<file path="src/design/sprc_regs.vh">
// register offsets, field positions, reset values and timing counts
// assumes a 50 MHz system clock
`ifndef SPRC_REGS_VH
`define SPRC_REGS_VH
// register indices (printed offsets are not word multiples)
`define SPRC_IDX_CLOCK_GATE 8'h35
`define SPRC_IDX_SLEEP_CTRL 8'h3a
// registers of our own, indices
`define SPRC_IDX_SUPPLY_MON 8'h40
`define SPRC_IDX_RESET_FLAGS 8'h41
`define SPRC_IDX_INPUT_DIS 8'h42
`define SPRC_IDX_SLEEP_CMD 8'h43
`define SPRC_IDX_STATUS 8'h44
// sleep_control fields
`define SPRC_SE_BIT 0
`define SPRC_SM_LSB 1
`define SPRC_SM_MSB 3
`define SPRC_SM_IDLE 3'h0
`define SPRC_SM_ADC_NR 3'h1
`define SPRC_SM_PDOWN 3'h2
`define SPRC_SM_STANDBY 3'h4
// peripheral_clock_gate fields
`define SPRC_PR_TIM0_BIT 0
`define SPRC_PR_ADC_BIT 1
`define SPRC_PR_USART_BIT 2
`define SPRC_PR_MASK 8'h07
// supply_monitor_control fields
`define SPRC_VLM_LVL_LSB 0
`define SPRC_VLM_LVL_MSB 2
`define SPRC_VLM_IE_BIT 3
`define SPRC_VLM_RST_BIT 4
`define SPRC_VLM_FLAG_BIT 5
// reset flag positions
`define SPRC_POWERON_RESET_FLAG_BIT 0
`define SPRC_EXTRF_BIT 1
`define SPRC_VLMRF_BIT 2
`define SPRC_WDRF_BIT 3
// reset values
`define SPRC_RST_BYTE 8'h00
// timing
`define SPRC_CLK_MHZ 50
`define SPRC_TOUT_US 64
`define SPRC_TOUT_CYC (`SPRC_TOUT_US * `SPRC_CLK_MHZ)
`define SPRC_EXT_MIN_NS 2500
`define SPRC_EXT_MIN_CYC ((`SPRC_EXT_MIN_NS + 19) / 20)
`define SPRC_WAKE_EXTRA 4
`endif

</file>
<file path="src/design/sprc_reset_stretch.v">
// reset merger and start-up time-out stretcher
// assumes raw sources already synchronised except the async ones
`timescale 1ns/1ps
`include "sprc_regs.vh"
module sprc_reset_stretch #(
  parameter TOUT_CYC = `SPRC_TOUT_CYC
) (
  input wire clk,
  input wire any_src,
  output wire io_reset,
  output reg core_reset_reg
);
  // ----------------------------------------------------------------
  // asynchronous capture of any source
  // ----------------------------------------------------------------
  reg [15:0] cnt_reg;
  reg held_reg;
  // ports drop to reset without a clock, straight from the source
  assign io_reset = any_src;
  always @(posedge clk or posedge any_src) begin
    if (any_src) begin
      held_reg <= 1'b1;
      cnt_reg <= 16'h0000;
      core_reset_reg <= 1'b1;
    end else if (held_reg) begin
      // count starts once every source is gone, incl. wdt pulse fall
      if (cnt_reg == TOUT_CYC[15:0] - 16'h0001) begin
        held_reg <= 1'b0;
        core_reset_reg <= 1'b0;
      end else begin
        cnt_reg <= cnt_reg + 16'h0001;
      end
    end
  end
endmodule // sprc_reset_stretch

</file>
<file path="src/design/sprc_power_ctrl.v">
// sleep, clock gating and reset controller, axi4-lite slave
// assumes the core pulses sleep_instr and reports wake sources
// Operation
// - mode field picks idle, noise, down, standby
// - sleep only when enable bit set
// - gate bit two stops serial clock
// - gate bit one kills converter, comparator mux
// - gate bit zero freezes timer zero
// - power-down disables analog comparator
// - comparator on reference keeps reference up
// - enabled converter stays on while sleeping
// - reference powered only when someone needs it
// - watchdog never stopped by sleep
// - io clock off disables input buffers except wake pins
// - input disable register forces buffers off
// - reset loads registers, core restarts vector
// - ports reset immediately without clock
// - time-out stretches reset after sources
// - power-on reset reasserts without delay
// - supply low flag set and clears
// - supply monitor reset holds then starts
// - power-on flag set after recovery
// - long reset pin low resets, fuse disables
// - watchdog pulse one cycle, count on fall
// - wake halts core four cycles extra
// - gated peripheral frozen, registers locked
// - per-mode clock stopping
`timescale 1ns/1ps
`include "sprc_regs.vh"
module sprc_power_ctrl #(
  parameter TOUT_CYC = `SPRC_TOUT_CYC,
  parameter NPIN = 8
) (
  input wire clk,
  input wire rst,
  input wire [31:0] s_axi_awaddr,
  input wire s_axi_awvalid,
  output reg s_axi_awready,
  input wire [31:0] s_axi_wdata,
  input wire [3:0] s_axi_wstrb,
  input wire s_axi_wvalid,
  output reg s_axi_wready,
  output reg [1:0] s_axi_bresp,
  output reg s_axi_bvalid,
  input wire s_axi_bready,
  input wire [31:0] s_axi_araddr,
  input wire s_axi_arvalid,
  output reg s_axi_arready,
  output reg [31:0] s_axi_rdata,
  output reg [1:0] s_axi_rresp,
  output reg s_axi_rvalid,
  input wire s_axi_rready,
  input wire sleep_instr,
  input wire wake_irq,
  input wire wdt_enabled,
  input wire wdt_reset_pulse,
  input wire por_raw,
  input wire supply_below,
  input wire reset_pin_n,
  input wire ext_reset_disable_fuse,
  input wire comp_enabled,
  input wire comp_uses_ref,
  input wire conv_enabled,
  output reg cpu_clk_en_reg,
  output reg nvm_clk_en_reg,
  output reg io_clk_en_reg,
  output reg adc_clk_en_reg,
  output reg osc_en_reg,
  output reg serial_clk_en_reg,
  output reg conv_clk_en_reg,
  output reg timer0_clk_en_reg,
  output reg comp_mux_allow_reg,
  output reg comp_force_off_reg,
  output reg ref_power_reg,
  output reg conv_extended_reg,
  output reg wdt_run_reg,
  output reg [NPIN-1:0] input_buf_en_reg,
  output reg core_halt_reg,
  output reg core_reset_reg,
  output reg io_reset_reg
);
  // ----------------------------------------------------------------
  // state
  // ----------------------------------------------------------------
  localparam ST_RUN = 3'b001;
  localparam ST_SLEEP = 3'b010;
  localparam ST_WAKE = 3'b100;
  reg [2:0] state_reg;
  reg [2:0] mode_reg;
  reg [2:0] wake_cnt_reg;
  reg [7:0] gate_reg;
  reg [3:0] sleep_ctl_reg;
  reg [4:0] vlm_ctl_reg;
  reg vlm_flag_reg;
  reg [3:0] rst_flags_reg;
  reg [NPIN-1:0] in_dis_reg;
  reg [NPIN-1:0] wake_pins_reg;
  reg conv_prev_reg;
  reg [2:0] pin_sync_reg;
  reg [2:0] sup_sync_reg;
  reg [7:0] ext_cnt_reg;
  reg ext_rst_reg;
  reg vlm_rst_reg;
  reg por_seen_reg;
  reg aw_hold_reg;
  reg w_hold_reg;
  reg [31:0] awaddr_reg;
  reg [31:0] wdata_reg;
  reg [3:0] wstrb_reg;
  wire any_src;
  wire io_rst_w;
  wire core_rst_w;
  wire sup_low;
  wire pin_low;
  wire [2:0] sel_mode;
  wire do_write;

  // byte address to register index, invalid if not word aligned
  function [8:0] idx_of;
    input [31:0] a;
    begin
      idx_of = (a[1:0] == 2'b00 && a[31:10] == 22'h0) ?
        {1'b1, a[9:2]} : 9'h000;
    end
  endfunction

  function known_mode;
    input [2:0] m;
    begin
      known_mode = (m == `SPRC_SM_IDLE) || (m == `SPRC_SM_ADC_NR) ||
        (m == `SPRC_SM_PDOWN) || (m == `SPRC_SM_STANDBY);
    end
  endfunction

  // ----------------------------------------------------------------
  // reset sources
  // ----------------------------------------------------------------
  // external pin and supply level: three flops, asserted only while 2 and 3 agree
  always @(posedge clk or posedge rst) begin
    if (rst) begin
      pin_sync_reg <= 3'h7;
      sup_sync_reg <= 3'h0;
    end else begin
      pin_sync_reg <= {pin_sync_reg[1:0], reset_pin_n};
      sup_sync_reg <= {sup_sync_reg[1:0], supply_below};
    end
  end
  assign pin_low = ~pin_sync_reg[1] & ~pin_sync_reg[2];
  assign sup_low = sup_sync_reg[1] & sup_sync_reg[2];

  // pin must stay low the minimum width; the fuse blocks it entirely
  always @(posedge clk or posedge rst) begin
    if (rst) begin
      ext_cnt_reg <= 8'h00;
      ext_rst_reg <= 1'b0;
      vlm_rst_reg <= 1'b0;
    end else begin
      vlm_rst_reg <= sup_low & vlm_ctl_reg[`SPRC_VLM_RST_BIT];
      if (!pin_low || ext_reset_disable_fuse) begin
        ext_cnt_reg <= 8'h00;
        ext_rst_reg <= 1'b0;
      end else if (ext_cnt_reg == `SPRC_EXT_MIN_CYC - 1) begin
        ext_rst_reg <= 1'b1;
      end else begin
        ext_cnt_reg <= ext_cnt_reg + 8'h01;
      end
    end
  end

  // por and the watchdog pulse arrive without synchronising
  assign any_src = rst | por_raw | ext_rst_reg | vlm_rst_reg |
    wdt_reset_pulse;

  sprc_reset_stretch #(
    .TOUT_CYC(TOUT_CYC)
  ) u_stretch (
    .clk(clk),
    .any_src(any_src),
    .io_reset(io_rst_w),
    .core_reset_reg(core_rst_w)
  );

  // ----------------------------------------------------------------
  // axi4-lite write
  // ----------------------------------------------------------------
  assign do_write = aw_hold_reg & w_hold_reg & ~s_axi_bvalid;
  assign sel_mode = sleep_ctl_reg[`SPRC_SM_MSB:`SPRC_SM_LSB];

  always @(posedge clk or posedge rst) begin
    if (rst) begin
      s_axi_awready <= 1'b1;
      s_axi_wready <= 1'b1;
      s_axi_bvalid <= 1'b0;
      s_axi_bresp <= 2'b00;
      aw_hold_reg <= 1'b0;
      w_hold_reg <= 1'b0;
      awaddr_reg <= 32'h0;
      wdata_reg <= 32'h0;
      wstrb_reg <= 4'h0;
    end else begin
      if (s_axi_awvalid && s_axi_awready) begin
        awaddr_reg <= s_axi_awaddr;
        aw_hold_reg <= 1'b1;
        s_axi_awready <= 1'b0;
      end
      if (s_axi_wvalid && s_axi_wready) begin
        wdata_reg <= s_axi_wdata;
        wstrb_reg <= s_axi_wstrb;
        w_hold_reg <= 1'b1;
        s_axi_wready <= 1'b0;
      end
      if (do_write) begin
        s_axi_bvalid <= 1'b1;
        s_axi_bresp <= idx_of(awaddr_reg) == 9'h000 ? 2'b10 : 2'b00;
        aw_hold_reg <= 1'b0;
        w_hold_reg <= 1'b0;
      end
      if (s_axi_bvalid && s_axi_bready) begin
        s_axi_bvalid <= 1'b0;
        s_axi_awready <= 1'b1;
        s_axi_wready <= 1'b1;
      end
    end
  end

  // register file; every io register takes its initial value in reset
  always @(posedge clk or posedge rst) begin
    if (rst) begin
      gate_reg <= `SPRC_RST_BYTE;
      sleep_ctl_reg <= 4'h0;
      vlm_ctl_reg <= 5'h00;
      vlm_flag_reg <= 1'b0;
      in_dis_reg <= {NPIN{1'b0}};
      wake_pins_reg <= {NPIN{1'b0}};
    end else begin
      // flag: set beats a software clear in the same cycle
      if (sup_low) begin
        vlm_flag_reg <= 1'b1;
      end else if (do_write && wstrb_reg[0] &&
          idx_of(awaddr_reg) == {1'b1, `SPRC_IDX_SUPPLY_MON} &&
          (!wdata_reg[`SPRC_VLM_FLAG_BIT] ||
           wdata_reg[2:0] != vlm_ctl_reg[2:0])) begin
        vlm_flag_reg <= 1'b0;
      end else if (sup_sync_reg[1] == 1'b0 && sup_sync_reg[2] == 1'b0) begin
        vlm_flag_reg <= 1'b0;
      end
      if (do_write && wstrb_reg[0]) begin
        case (idx_of(awaddr_reg))
          {1'b1, `SPRC_IDX_CLOCK_GATE}: begin
            gate_reg <= wdata_reg[7:0] & `SPRC_PR_MASK;
          end
          {1'b1, `SPRC_IDX_SLEEP_CTRL}: begin
            sleep_ctl_reg <= wdata_reg[3:0];
          end
          {1'b1, `SPRC_IDX_SUPPLY_MON}: begin
            vlm_ctl_reg <= wdata_reg[4:0];
          end
          {1'b1, `SPRC_IDX_INPUT_DIS}: begin
            in_dis_reg <= wdata_reg[NPIN-1:0];
          end
          {1'b1, `SPRC_IDX_SLEEP_CMD}: begin
            wake_pins_reg <= wdata_reg[NPIN-1:0];
          end
          default: begin
          end
        endcase
      end
      // every reset source, not only rst, restores the io registers except supply monitor control, its flag and the reset flags
      if (core_rst_w) begin
        gate_reg <= `SPRC_RST_BYTE;
        sleep_ctl_reg <= 4'h0;
        in_dis_reg <= {NPIN{1'b0}};
        wake_pins_reg <= {NPIN{1'b0}};
      end
    end
  end

  // reset cause flags; por flag appears once the supply has come back
  always @(posedge clk or posedge rst) begin
    if (rst) begin
      rst_flags_reg <= 4'h0;
      por_seen_reg <= 1'b0;
    end else begin
      if (por_raw) begin
        por_seen_reg <= 1'b1;
      end else if (por_seen_reg) begin
        por_seen_reg <= 1'b0;
        rst_flags_reg[`SPRC_POWERON_RESET_FLAG_BIT] <= 1'b1;
      end else if (do_write && wstrb_reg[0] &&
          idx_of(awaddr_reg) == {1'b1, `SPRC_IDX_RESET_FLAGS}) begin
        rst_flags_reg[`SPRC_POWERON_RESET_FLAG_BIT] <= wdata_reg[`SPRC_POWERON_RESET_FLAG_BIT];
      end
      if (ext_rst_reg) begin
        rst_flags_reg[`SPRC_EXTRF_BIT] <= 1'b1;
      end
      if (vlm_rst_reg) begin
        rst_flags_reg[`SPRC_VLMRF_BIT] <= 1'b1;
      end
      if (wdt_reset_pulse) begin
        rst_flags_reg[`SPRC_WDRF_BIT] <= 1'b1;
      end
    end
  end

  // ----------------------------------------------------------------
  // axi4-lite read
  // ----------------------------------------------------------------
  always @(posedge clk or posedge rst) begin
    if (rst) begin
      s_axi_arready <= 1'b1;
      s_axi_rvalid <= 1'b0;
      s_axi_rdata <= 32'h0;
      s_axi_rresp <= 2'b00;
    end else if (s_axi_arvalid && s_axi_arready) begin
      s_axi_arready <= 1'b0;
      s_axi_rvalid <= 1'b1;
      s_axi_rresp <= 2'b00;
      s_axi_rdata <= 32'h0;
      case (idx_of(s_axi_araddr))
        {1'b1, `SPRC_IDX_CLOCK_GATE}: s_axi_rdata[7:0] <= gate_reg;
        {1'b1, `SPRC_IDX_SLEEP_CTRL}: s_axi_rdata[3:0] <= sleep_ctl_reg;
        {1'b1, `SPRC_IDX_SUPPLY_MON}:
          s_axi_rdata[5:0] <= {vlm_flag_reg, vlm_ctl_reg};
        {1'b1, `SPRC_IDX_RESET_FLAGS}: s_axi_rdata[3:0] <= rst_flags_reg;
        {1'b1, `SPRC_IDX_INPUT_DIS}: s_axi_rdata[NPIN-1:0] <= in_dis_reg;
        {1'b1, `SPRC_IDX_SLEEP_CMD}: s_axi_rdata[NPIN-1:0] <= wake_pins_reg;
        {1'b1, `SPRC_IDX_STATUS}: s_axi_rdata[5:0] <= {state_reg, mode_reg};
        default: s_axi_rresp <= 2'b10;
      endcase
    end else if (s_axi_rvalid && s_axi_rready) begin
      s_axi_rvalid <= 1'b0;
      s_axi_arready <= 1'b1;
    end
  end

  // ----------------------------------------------------------------
  // sleep sequencer
  // ----------------------------------------------------------------
  // software is expected to set enable right before sleep, side
  always @(posedge clk or posedge rst) begin
    if (rst) begin
      state_reg <= ST_RUN;
      mode_reg <= `SPRC_SM_IDLE;
      wake_cnt_reg <= 3'h0;
    end else begin
      case (state_reg)
        ST_RUN: begin
          // reserved pattern: sleep falls through to the next instruction
          if (sleep_instr && sleep_ctl_reg[`SPRC_SE_BIT] &&
              known_mode(sel_mode)) begin
            state_reg <= ST_SLEEP;
            mode_reg <= sel_mode;
          end
        end
        ST_SLEEP: begin
          if (wake_irq) begin
            state_reg <= ST_WAKE;
            wake_cnt_reg <= 3'h0;
          end
        end
        ST_WAKE: begin
          if (wake_cnt_reg == `SPRC_WAKE_EXTRA - 1) begin
            state_reg <= ST_RUN;
          end else begin
            wake_cnt_reg <= wake_cnt_reg + 3'h1;
          end
        end
        default: state_reg <= ST_RUN;
      endcase
    end
  end

  // ----------------------------------------------------------------
  // clock, analog and pin controls
  // ----------------------------------------------------------------
  wire asleep = (state_reg != ST_RUN);
  wire deep = (state_reg == ST_SLEEP) && (mode_reg == `SPRC_SM_PDOWN ||
    mode_reg == `SPRC_SM_STANDBY);
  wire io_stop = (state_reg == ST_SLEEP) && (mode_reg != `SPRC_SM_IDLE);
  wire pd = (state_reg == ST_SLEEP) && (mode_reg == `SPRC_SM_PDOWN);
  wire comp_live = comp_enabled & ~pd;

  always @(posedge clk or posedge rst) begin
    if (rst) begin
      cpu_clk_en_reg <= 1'b1;
      nvm_clk_en_reg <= 1'b1;
      io_clk_en_reg <= 1'b1;
      adc_clk_en_reg <= 1'b1;
      osc_en_reg <= 1'b1;
      serial_clk_en_reg <= 1'b1;
      conv_clk_en_reg <= 1'b1;
      timer0_clk_en_reg <= 1'b1;
      comp_mux_allow_reg <= 1'b1;
      comp_force_off_reg <= 1'b0;
      ref_power_reg <= 1'b0;
      conv_extended_reg <= 1'b1;
      conv_prev_reg <= 1'b0;
      wdt_run_reg <= 1'b0;
      input_buf_en_reg <= {NPIN{1'b0}};
      core_halt_reg <= 1'b0;
    end else begin
      cpu_clk_en_reg <= ~asleep;
      nvm_clk_en_reg <= ~asleep;
      io_clk_en_reg <= ~io_stop;
      adc_clk_en_reg <= ~deep;
      osc_en_reg <= ~pd;
      // gated peripherals hold state and lose register access
      serial_clk_en_reg <= ~gate_reg[`SPRC_PR_USART_BIT] & ~io_stop;
      conv_clk_en_reg <= ~gate_reg[`SPRC_PR_ADC_BIT] & ~deep;
      timer0_clk_en_reg <= ~gate_reg[`SPRC_PR_TIM0_BIT] & ~io_stop;
      comp_mux_allow_reg <= ~gate_reg[`SPRC_PR_ADC_BIT];
      comp_force_off_reg <= pd;
      ref_power_reg <= (comp_live & comp_uses_ref) | conv_enabled;
      // off-then-on of the converter makes the next conversion long
      conv_prev_reg <= conv_enabled;
      if (conv_enabled && !conv_prev_reg) begin
        conv_extended_reg <= 1'b1;
      end else if (!conv_enabled) begin
        conv_extended_reg <= 1'b0;
      end
      wdt_run_reg <= wdt_enabled;
      input_buf_en_reg <= ~in_dis_reg &
        (io_stop ? wake_pins_reg : {NPIN{1'b1}});
      core_halt_reg <= asleep;
    end
  end

  // reset outputs rise with a source at once, clock or not
  always @(posedge clk or posedge any_src) begin
    if (any_src) begin
      core_reset_reg <= 1'b1;
      io_reset_reg <= 1'b1;
    end else begin
      core_reset_reg <= core_rst_w;
      io_reset_reg <= io_rst_w;
    end
  end
endmodule // sprc_power_ctrl

</file>
<file path="config.mk">
export PLATFORM = sky130hd
export DESIGN_NAME = sprc_power_ctrl
export DESIGN_NICKNAME = d
export VERILOG_FILES = /design/src/design/sprc_reset_stretch.v /design/src/design/sprc_power_ctrl.v
export VERILOG_INCLUDE_DIRS = /design/src /design/src/design
export SDC_FILE = /design/constraint.sdc
export NUM_CORES = 1
export LEC_CHECK = 0
export BUFFER_PORTS_ARGS = -buffer_cell sky130_fd_sc_hd__buf_2
export CAP_MARGIN = 20
export CORE_ASPECT_RATIO = 1.4
export CORE_MARGIN = 1
export CORE_UTILIZATION = 53
export DETAILED_ROUTE_END_ITERATION = 12
export GPL_TIMING_DRIVEN = 0
export HOLD_SLACK_MARGIN = 0.15
export PLACE_DENSITY = 0.8
export SLEW_MARGIN = 20
export SYNTH_ARGS = -nofsm -noshare
export SYNTH_HDL_FRONTEND = slang
export SYNTH_HIERARCHICAL = 1
export SYNTH_SLANG_ARGS = --single-unit
</file>
<file path="constraint.sdc">
create_clock -name clk -period 6.1 [get_ports clk]
set_input_delay 0.915 -clock clk [delete_from_list [all_inputs] [get_ports clk]]
set_output_delay 0.915 -clock clk [all_outputs]
set_load 0.03 [all_outputs]
</file>
==> results of run 1 <==
==> cell families (layout without fill, tap and decap cells) <==
family,count (synthesis),in the layout
buffers and inverters,68,229
flip-flops,159,159
other,1,26
AND/OR/NAND/NOR,208,208
adder cells (fa/ha/maj),7,7
AO/OA/AOI/OAI,60,60
XOR/XNOR,20,20
multiplexers,85,85
==> power by group through the flow <==
stage | clock (W) | sequential, W | combinational (W)
4_1_cts | 0.00117 | 0.00137 | 0.000468
2_1_floorplan | 0 | 0.00138 | 0.000330
3_3_place_gp | 0 | 0.00137 | 0.000440
6_report | 0.00115 | 0.00137 | 0.000463
3_5_place_dp | 0 | 0.00139 | 0.000463
5_1_grt | 0.00122 | 0.00139 | 0.000502
==> synthesized netlist by cell type, types with 2 or more instances <==
library cell,count,share of area
dfrtp_1,139,0.48
mux2_2,46,0.071
nor2_1,46,0.024
nand2_1,34,0.018
mux2i_1,30,0.041
buf_4,29,0.030
nand2b_1,28,0.024
inv_1,25,0.013
dfstp_2,20,0.072
o21ai_0,20,0.014
nand4_1,15,0.013
xnor2_1,15,0.018
nor4_1,12,0.010
clkbuf_1,11,0.0057
nor3_1,11,0.0076
a21oi_1,10,0.0069
nand3_1,10,0.0069
a22oi_1,7,0.0072
and2_1,6,0.0052
ha_1,5,0.0086
mux2_4,5,0.010
nor2b_1,5,0.0043
nor4_4,5,0.015
or2_2,5,0.0043
xor2_1,5,0.0060
a221oi_1,4,0.0048
and3_1,4,0.0034
a21boi_0,3,0.0031
buf_1,3,0.0015
mux4_2,3,0.0093
nand4_4,3,0.0088
or3_1,3,0.0026
a31oi_1,2,0.0017
and3b_1,2,0.0024
maj3_1,2,0.0028
nand3b_1,2,0.0021
nand4b_1,2,0.0024
nor2_2,2,0.0017
nor4_2,2,0.0034
nor4b_1,2,0.0024
nor4bb_1,2,0.0028
o211ai_1,2,0.0021
o21a_1,2,0.0021
or3b_2,2,0.0024
==> layer usage <==
metal  track usage  vias to the layer above
met5             0                        -
met4        0.0961                        0
met3        0.0476                       30
met2         0.409                      182
met1         0.265                     2514
li1              -                     2431
==> stage by stage <==
stage	setup WS, ns	total power [W]	area [µm²]
after global routing	3.15	0.00312	8920
after detailed placement	2.97	0.00185	8270
final	3.33	0.00299	8920
after CTS	3.42	0.00302	8920
after global placement	0.142	0.00181	8240
after floorplan	1.49	0.00171	7370
==> path summary, 6_finish.rpt <==
| check | from | to | cells past startpoint |
|---|---|---|---|
| setup / recovery | s_axi_araddr[24] | s_axi_rdata[1]$_DFFE_PP0P_ | 6 |
| hold / removal | sup_sync_reg[0]$_DFF_PP0_ | sup_sync_reg[1]$_DFF_PP0_ | 0 |
| setup reg to reg | awaddr_reg[21]$_DFFE_PP0P_ | vlm_ctl_reg[0]$_DFFE_PP0P_ | 5 |
| hold reg to reg | sup_sync_reg[0]$_DFF_PP0_ | sup_sync_reg[1]$_DFF_PP0_ | 0 |
| max in group asynchronous | wdt_reset_pulse | u_stretch/cnt_reg[4]$_DFFE_PP0P_ | 5 |
| min in group asynchronous | rst | awaddr_reg[17]$_DFFE_PP0P_ | 2 |
==> layout make-up <==
cell class                 instances  area, µm²
multi-input combinational        406       3000
timing repair buffer             129        668
clock inverter                     9        181
clock buffer                      23        468
tap                              182        228
inverter                          25        101
fill                            1019       4470
buffer                            43        270
sequential                       159       4000
==> flow_summary.json, run 1 <==
{
  "status": "finished, final reports clean",
  "syn_area_um2": 7270,
  "initial_utilization": 0.543,
  "hpwl_mm": 11.3,
  "postCtsHoldBufs": 0,
  "async_flop_share": 1.00,
  "grt_first_pass_wirelength_mm": 25.0,
  "yosysWarnings": 6,
  "final_core_util": 0.666,
  "internal_power_w": 0.00221,
  "rows": 50,
  "power_density_nw_per_um2": 335,
  "final_common_cell": "dfrtp_1",
  "drtPass1Iterations": 5,
  "die_x_um": 101,
  "min-delay-path-class": "register to register",
  "cp-end-kind": "register",
  "cts_buffers": 17,
  "crit_type": "input port to register",
  "clkTransAtPathRegs_ns": 0.06,
  "ant_nets": 0,
  "finalCritPeriodShare": 0.453,
  "drc": 0,
  "area_growth_pct": 22.6,
  "largest_reg_flops": 32,
  "seq_power_share": 0.460,
  "antennaDiodeCount": 0,
  "stdcell_count": 976,
  "grt_pass1_vias": 5236,
  "power_frac_comb": 0.155,
  "tns_ns": 0,
  "switchingPower_w": 0.000780,
  "critPathTopFamily": "simple AND/OR/NAND/NOR gates",
  "slew_violations": 0,
  "yosys.area_share.simple": 0.174,
  "cpPeakStageDelay_ns": 0.81,
  "post_cts_resized": 0,
  "synth_fa_ha_area_frac": 0.0114,
  "cp_max_fo": 7,
  "die_area_um2": 14200,
  "dr_total_vias": 5157,
  "whs_ns": 0.353,
  "drtIter0Drc": 274,
  "synthDistinctLibCells": 61,
  "cts_tree": "built",
  "clkLatencyLatePin_ns": 0.42,
  "drive_above_1_share": 0.360,
  "grt_max_degree": 96,
  "p_clk_frac": 0.385,
  "synth_seq_cells": 159,
  "rsz0062_at_grt": "no",
  "drt-wirelength-per-cell_um": 15.7,
  "p_leak_nw": 4.18,
  "die_h_um": 141,
  "setup_violations": 0,
  "vdd_drop_max_uv": 271,
  "worst_pin_slew_ns": 0.892,
  "synth.avg_cell_area_um2": 12.0,
  "dr_wl_met3_um": 766,
  "post-route-min-period_ns": 2.77,
  "grt.overflow.total": 0,
  "rrSetupSlack_ns": 3.67,
  "p_sw_frac": 0.261,
  "port-buffer-count": 128,
  "finalClockSkew_ns": 0.0103,
  "wirelength_mm": 15.3,
  "slew-limit-headroom": 0.401,
  "yosysSeqAreaShare": 0.550,
  "layout_common_cells": "dfrtp_1 (139), buf_2 (128), nor2_1 (46), mux2_2 (46), nand2_1 (34)",
  "synth_top_family_by_area": "simple AND/OR/NAND/NOR gates",
  "post-cts-setup-buffer-count": 0,
  "clock_sinks": 159,
  "ys.flop_type": "dfrtp_1",
  "gp_congestion": 0.905,
  "grt_usage": 0.229,
  "core_area_um2": 13400,
  "synth_xor_area_frac": 0.0241,
  "antenna_found_initial": 0,
  "cts_buffer_depth": 2,
  "synth-edff-count": 0,
  "crit_path_start_kind": "input port",
  "drv_cap": 0,
  "fmax_mhz": 361,
  "critPathSlowestCell": "nor3_1",
  "synthMuxAreaShare": 0.134,
  "crit_arrival_ns": 3.09,
  "synth_cells": 608,
  "critPathRequiredTime_ns": 6.42,
  "top_layer": "met4",
  "fin_nets": 904,
  "hold_viol": 0,
  "dp_cells": 944,
  "met2_length_mm": 8.19,
  "cp.buffers_inverters": 1,
  "vias_per_cell": 5.28,
  "cts_htree_levels": 4,
  "path_cells": "buf_2 > nor4_1 > nand4_1 > nor3_1 > a221oi_1 > a22oi_1",
  "synth_compound_area_frac": 0.0559,
  "cts-root-buf": "clkbuf_16",
  "met1Wirelength_mm": 5.94,
  "io_pins": 183
}
Note: power is estimated with default switching activity, not from simulation.
==> inputs of run 2 (changes only) <==
CORE_UTILIZATION = 48   (was 53)
PLACE_DENSITY = 0.76   (was 0.8)
clock period = 2.2 ns   (was 6.1 ns; I/O delays follow)
==> flow_summary.json, run 2 (synthesized netlist as in run 1, its figures left out) <==
{
  "status": "finished, final reports clean",
  "drive_above_1_share": 0.356,
  "critPathTopFamily": "simple AND/OR/NAND/NOR gates",
  "fillers": 1095,
  "gp_congestion": 0.860,
  "total_power_w": 0.00829,
  "cp_max_fo": 8,
  "post-route-min-period_ns": 2.16,
  "path_cells": "nor4_4 > nand2_4 > nor4_4 > buf_4 > buf_4 > nand4_4 > mux2i_1",
  "final_common_cell": "dfrtp_1",
  "drt-wirelength-per-cell_um": 15.6,
  "rows": 52,
  "crit_path_start_kind": "register",
  "port-buffer-count": 128,
  "grt_first_pass_wirelength_mm": 26.6,
  "dp_cells": 954,
  "ant_nets": 0,
  "hold_viol": 0,
  "grt_usage": 0.219,
  "die_area_um2": 15700,
  "grt_max_degree": 37,
  "drtPass1Iterations": 4,
  "drc": 0,
  "crit_arrival_ns": 2.49,
  "crit_type": "register to register",
  "layout_common_cells": "dfrtp_1 (138), buf_2 (128), dlygate4sd3_1 (54), nor2_1 (46), mux2_2 (46)",
  "seq_area_um2": 4010,
  "finalCritPeriodShare": 0.981,
  "clkTransAtPathRegs_ns": 0.07,
  "fin_nets": 969,
  "io_pins": 183,
  "cts_tree": "built",
  "cts_buffers": 17,
  "cp.buffers_inverters": 2,
  "vias_per_cell": 5.15,
  "p_leak_nw": 4.49,
  "core_area_um2": 14600,
  "cts_buffer_depth": 2,
  "initial_utilization": 0.497,
  "clock_sinks": 159,
  "largest_reg_flops": 32,
  "tns_ns": 0,
  "hpwl_mm": 11.6,
  "drtIter0Drc": 205,
  "worst_pin_slew_ns": 0.729,
  "vdd_drop_max_uv": 642,
  "grt.overflow.total": 0,
  "antennaDiodeCount": 0,
  "area_growth_pct": 31.9,
  "setup_violations": 0,
  "die_h_um": 148,
  "die_x_um": 106,
  "grt_pass1_vias": 5651,
  "final_area_um2": 9590,
  "cts-root-buf": "clkbuf_16",
  "drv_cap": 0,
  "min-delay-path-class": "input port to register",
  "critPathRequiredTime_ns": 2.54,
  "cts_htree_levels": 4,
  "multi_input_area_um2": 3050,
  "slew_violations": 0,
  "final_core_util": 0.655,
  "power_density_nw_per_um2": 864,
  "finalClockSkew_ns": 0.0118,
  "clkLatencyLatePin_ns": 0.43,
  "rsz0062_at_grt": "yes",
  "dr_total_vias": 5401,
  "slew-limit-headroom": 0.514,
  "cpPeakStageDelay_ns": 0.43,
  "cp-end-kind": "register",
  "antenna_found_initial": 0,
  "wirelength_mm": 16.4,
  "stdcell_count": 1048,
  "critPathSlowestCell": "dfrtp_1",
  "fmax_mhz": 464,
  "place_area_um2": 8340
}
run 2: path summary, 6_finish.rpt:
check,from,endpoint,slack [ns],cells after the start
min in group asynchronous,rst,awaddr_reg[12]$_DFFE_PP0P_,0.56,3
hold reg to reg,sup_sync_reg[0]$_DFF_PP0_,sup_sync_reg[1]$_DFF_PP0_,0.35,0
max in group asynchronous,wdt_reset_pulse,u_stretch/cnt_reg[7]$_DFFE_PP0P_,0.59,6
setup reg to reg,awaddr_reg[10]$_DFFE_PP0P_,wake_pins_reg[0]$_DFFE_PP0P_,0.04,7
hold / removal,s_axi_wdata[2],wdata_reg[2]$_DFFE_PP0P_,0.17,2
setup / recovery,awaddr_reg[10]$_DFFE_PP0P_,wake_pins_reg[0]$_DFFE_PP0P_,0.04,7
run 2: timing repair:
action / 4_1_cts / 5_1_grt
pin swaps: 1 / 4
setup endpoints to repair: 22 / 32
hold buffers: 52 / 2
buffers inserted: 3 / 5
hold endpoints to repair: 77 / 2
resized for setup: 0 / 9
run 2: worst register-to-register path, delay by kind of cell, from the launching register on:
kind                   cells  cell delay [ns]
buffers and inverters      2             0.30
flip-flops                 1             0.43
multiplexers               1             0.26
AND/OR/NAND/NOR            4             1.07
run 2: per-stage QoR:
stage | hold WS [ns] | worst slack, ns
6_report | 0.167 | 0.0426
5_1_grt | 0.158 | -0.0255
4_1_cts | 0.153 | 0.0203
3_5_place_dp | 0.336 | -0.308
3_3_place_gp | 0.336 | -0.813
2_1_floorplan | 0.331 | -0.0333
run 2: area by class of cell:
class | count | area share
clock buffers | 17 | 0.0444
flip-flops and latches | 159 | 0.418
inverters | 25 | 0.0102
clock inverters | 15 | 0.0179
plain buffers | 43 | 0.0282
multi-input cells | 406 | 0.318
repair buffers | 194 | 0.139
well taps | 189 | 0.0247
run 2: power by group:
group          total, W  switching [W]  leakage, nW  internal, W
registers       0.00386       0.000467         1.98      0.00340
logic           0.00144       0.000695         2.22     0.000748
clock network   0.00298        0.00127        0.293      0.00171
run 2: routing by layer:
layer  GRT usage  share of wire
met1       0.241           0.39
met2       0.404           0.54
met3      0.0538          0.045
met4      0.0847          0.029
met5           0              0
==> inputs of run 3 (changes only) <==
GPL_TIMING_DRIVEN = default   (was 0)
TNS_END_PERCENT = 10   (was default)
==> flow_summary.json, run 3 (synthesized netlist as in run 1, its figures left out) <==
{
  "status": "finished, final reports clean",
  "cts_htree_levels": 4,
  "area_growth_pct": 27.0,
  "rsz0062_at_grt": "no",
  "die_x_um": 106,
  "met1Wirelength_mm": 6.12,
  "hold_viol": 0,
  "vias_per_cell": 5.23,
  "worst_pin_slew_ns": 0.939,
  "port-buffer-count": 129,
  "clkTransAtPathRegs_ns": 0.06,
  "whs_ns": 0.155,
  "r2r_end": "vlm_ctl_reg[1]$_DFFE_PP0P_",
  "die_area_um2": 15700,
  "min-delay-path-class": "input port to register",
  "final_common_cell": "dfrtp_1",
  "drv_cap": 0,
  "die_h_um": 148,
  "slew-limit-headroom": 0.369,
  "place_area_um2": 8120,
  "grt_usage": 0.211,
  "finalCritPeriodShare": 0.942,
  "rr_worst_depth": 6,
  "power_density_nw_per_um2": 876,
  "final_core_util": 0.631,
  "grt_first_pass_wirelength_mm": 26.1,
  "drt-wirelength-per-cell_um": 15.8,
  "vdd_drop_max_uv": 713,
  "drtIter0Drc": 199,
  "worst_slack_ns": 0.128,
  "gp_congestion": 0.859,
  "io_pins": 183,
  "antenna_found_initial": 0,
  "initial_utilization": 0.497,
  "drc": 0,
  "place_ws_ns": 0.0648,
  "min-delay-start": "s_axi_awaddr[4]",
  "fin_nets": 930,
  "crit_type": "register to register",
  "cp-end-kind": "register",
  "rrSetupSlack_ns": 0.13,
  "cts-root-buf": "clkbuf_16",
  "met2_length_mm": 8.85,
  "crit_arrival_ns": 2.37,
  "fillers": 1132,
  "grt.overflow.total": 0,
  "regToRegStartpoint": "s_axi_bvalid$_DFFE_PP0P_",
  "largest_reg_flops": 32,
  "cts_buffers": 17,
  "setup_violations": 0,
  "whs_endpoint": "awaddr_reg[4]$_DFFE_PP0P_",
  "hpwl_mm": 11.2,
  "post-route-min-period_ns": 2.07,
  "clkLatencyLatePin_ns": 0.42,
  "crit_path_start_kind": "register",
  "tns_ns": 0,
  "slew_violations": 0,
  "wirelength_mm": 15.9,
  "final_area_um2": 9240,
  "critPathRequiredTime_ns": 2.50,
  "antennaDiodeCount": 0,
  "cp_max_fo": 6,
  "core_area_um2": 14600,
  "path_cells": "nand3b_4 > or3b_4 > nor4_4 > buf_4 > o311ai_4 > mux2_4",
  "dr_total_vias": 5273,
  "finalClockSkew_ns": 0.00723,
  "drtPass1Iterations": 4,
  "grt_pass1_vias": 5578,
  "dr_wl_met3_um": 692,
  "worstHoldPathCells": 2,
  "cts_tree": "built",
  "grt_max_degree": 93,
  "critPathSlowestCell": "dfrtp_1",
  "drive_above_1_share": 0.343,
  "cts_buffer_depth": 2,
  "fmax_mhz": 483,
  "clock_sinks": 159,
  "p_leak_nw": 4.29,
  "ant_nets": 0,
  "cpPeakStageDelay_ns": 0.40,
  "layout_common_cells": "dfrtp_1 (139), buf_2 (129), dlygate4sd3_1 (50), mux2_2 (46), nor2_1 (45)",
  "rows": 52,
  "top_layer": "met4"
}
[run 3: changes by cell type in the layout (fill, tap and decap cells not counted), sizes merged]
cell         before  now
inv              34   30
clkinv            2    5
buf             172  148
dlygate4sd3      54   50
clkbuf           28   18
[run 3: stage by stage]
stage          total power [W]  instances
4_1_cts                0.00814       1002
3_3_place_gp           0.00501        925
3_5_place_dp           0.00512        925
5_1_grt                0.00846       1009
2_1_floorplan          0.00475        633
6_report               0.00809       1009
[run 3: worst max-delay path by stage]
stage | endpoint | start | cells past startpoint | slack [ns]
6_report | vlm_ctl_reg[1]$_DFFE_PP0P_ | s_axi_bvalid$_DFFE_PP0P_ | 6 | 0.13
5_1_grt | vlm_ctl_reg[1]$_DFFE_PP0P_ | awaddr_reg[21]$_DFFE_PP0P_ | 5 | 0.05
3_5_place_dp | wake_pins_reg[2]$_DFFE_PP0P_ | awaddr_reg[21]$_DFFE_PP0P_ | 6 | 0.06
4_1_cts | wake_pins_reg[2]$_DFFE_PP0P_ | awaddr_reg[21]$_DFFE_PP0P_ | 6 | 0.05
3_3_place_gp | wake_pins_reg[7]$_DFFE_PP0P_ | awaddr_reg[21]$_DFFE_PP0P_ | 6 | 0.11
2_1_floorplan | vlm_ctl_reg[0]$_DFFE_PP0P_ | s_axi_bvalid$_DFFE_PP0P_ | 5 | -0.11
[run 3: metal layers]
metal / up-vias / GRT usage
li1: 2489 / -
met1: 2610 / 0.232
met2: 155 / 0.398
met3: 19 / 0.0454
met4: 0 / 0.0701
met5: - / 0
[run 3: critical path: cells and delay by family (launching register included)]
family                 cells  cell delay (ns)
multiplexers               1             0.35
buffers and inverters      1             0.17
flip-flops                 1             0.40
AND/OR/NAND/NOR            3             0.86
AO/OA/AOI/OAI              1             0.17
[run 3: repair_timing]
item	in CTS	in global routing
resized for setup	0	2
endpoints found under the setup margin	0	16
hold endpoints to repair	125	5
setup buffers	0	2
hold buffers	45	5
[run 3: cell type report]
type | instances | area, µm² | area share
multi-input combinational | 406 | 3000 | 0.325
clock inverter | 14 | 156 | 0.0169
clock buffer | 18 | 439 | 0.0475
timing repair buffer | 198 | 1300 | 0.141
tap | 189 | 236 | 0.0256
sequential | 159 | 4000 | 0.433
inverter | 25 | 97.6 | 0.0106
[run 3: power breakdown]
group / internal, W / leakage, nW / total, W / switching [W]
Sequential: 0.00340 / 1.98 / 0.00382 / 0.000426
Clock: 0.00172 / 0.292 / 0.00295 / 0.00123
Combinational: 0.000682 / 2.02 / 0.00132 / 0.000638
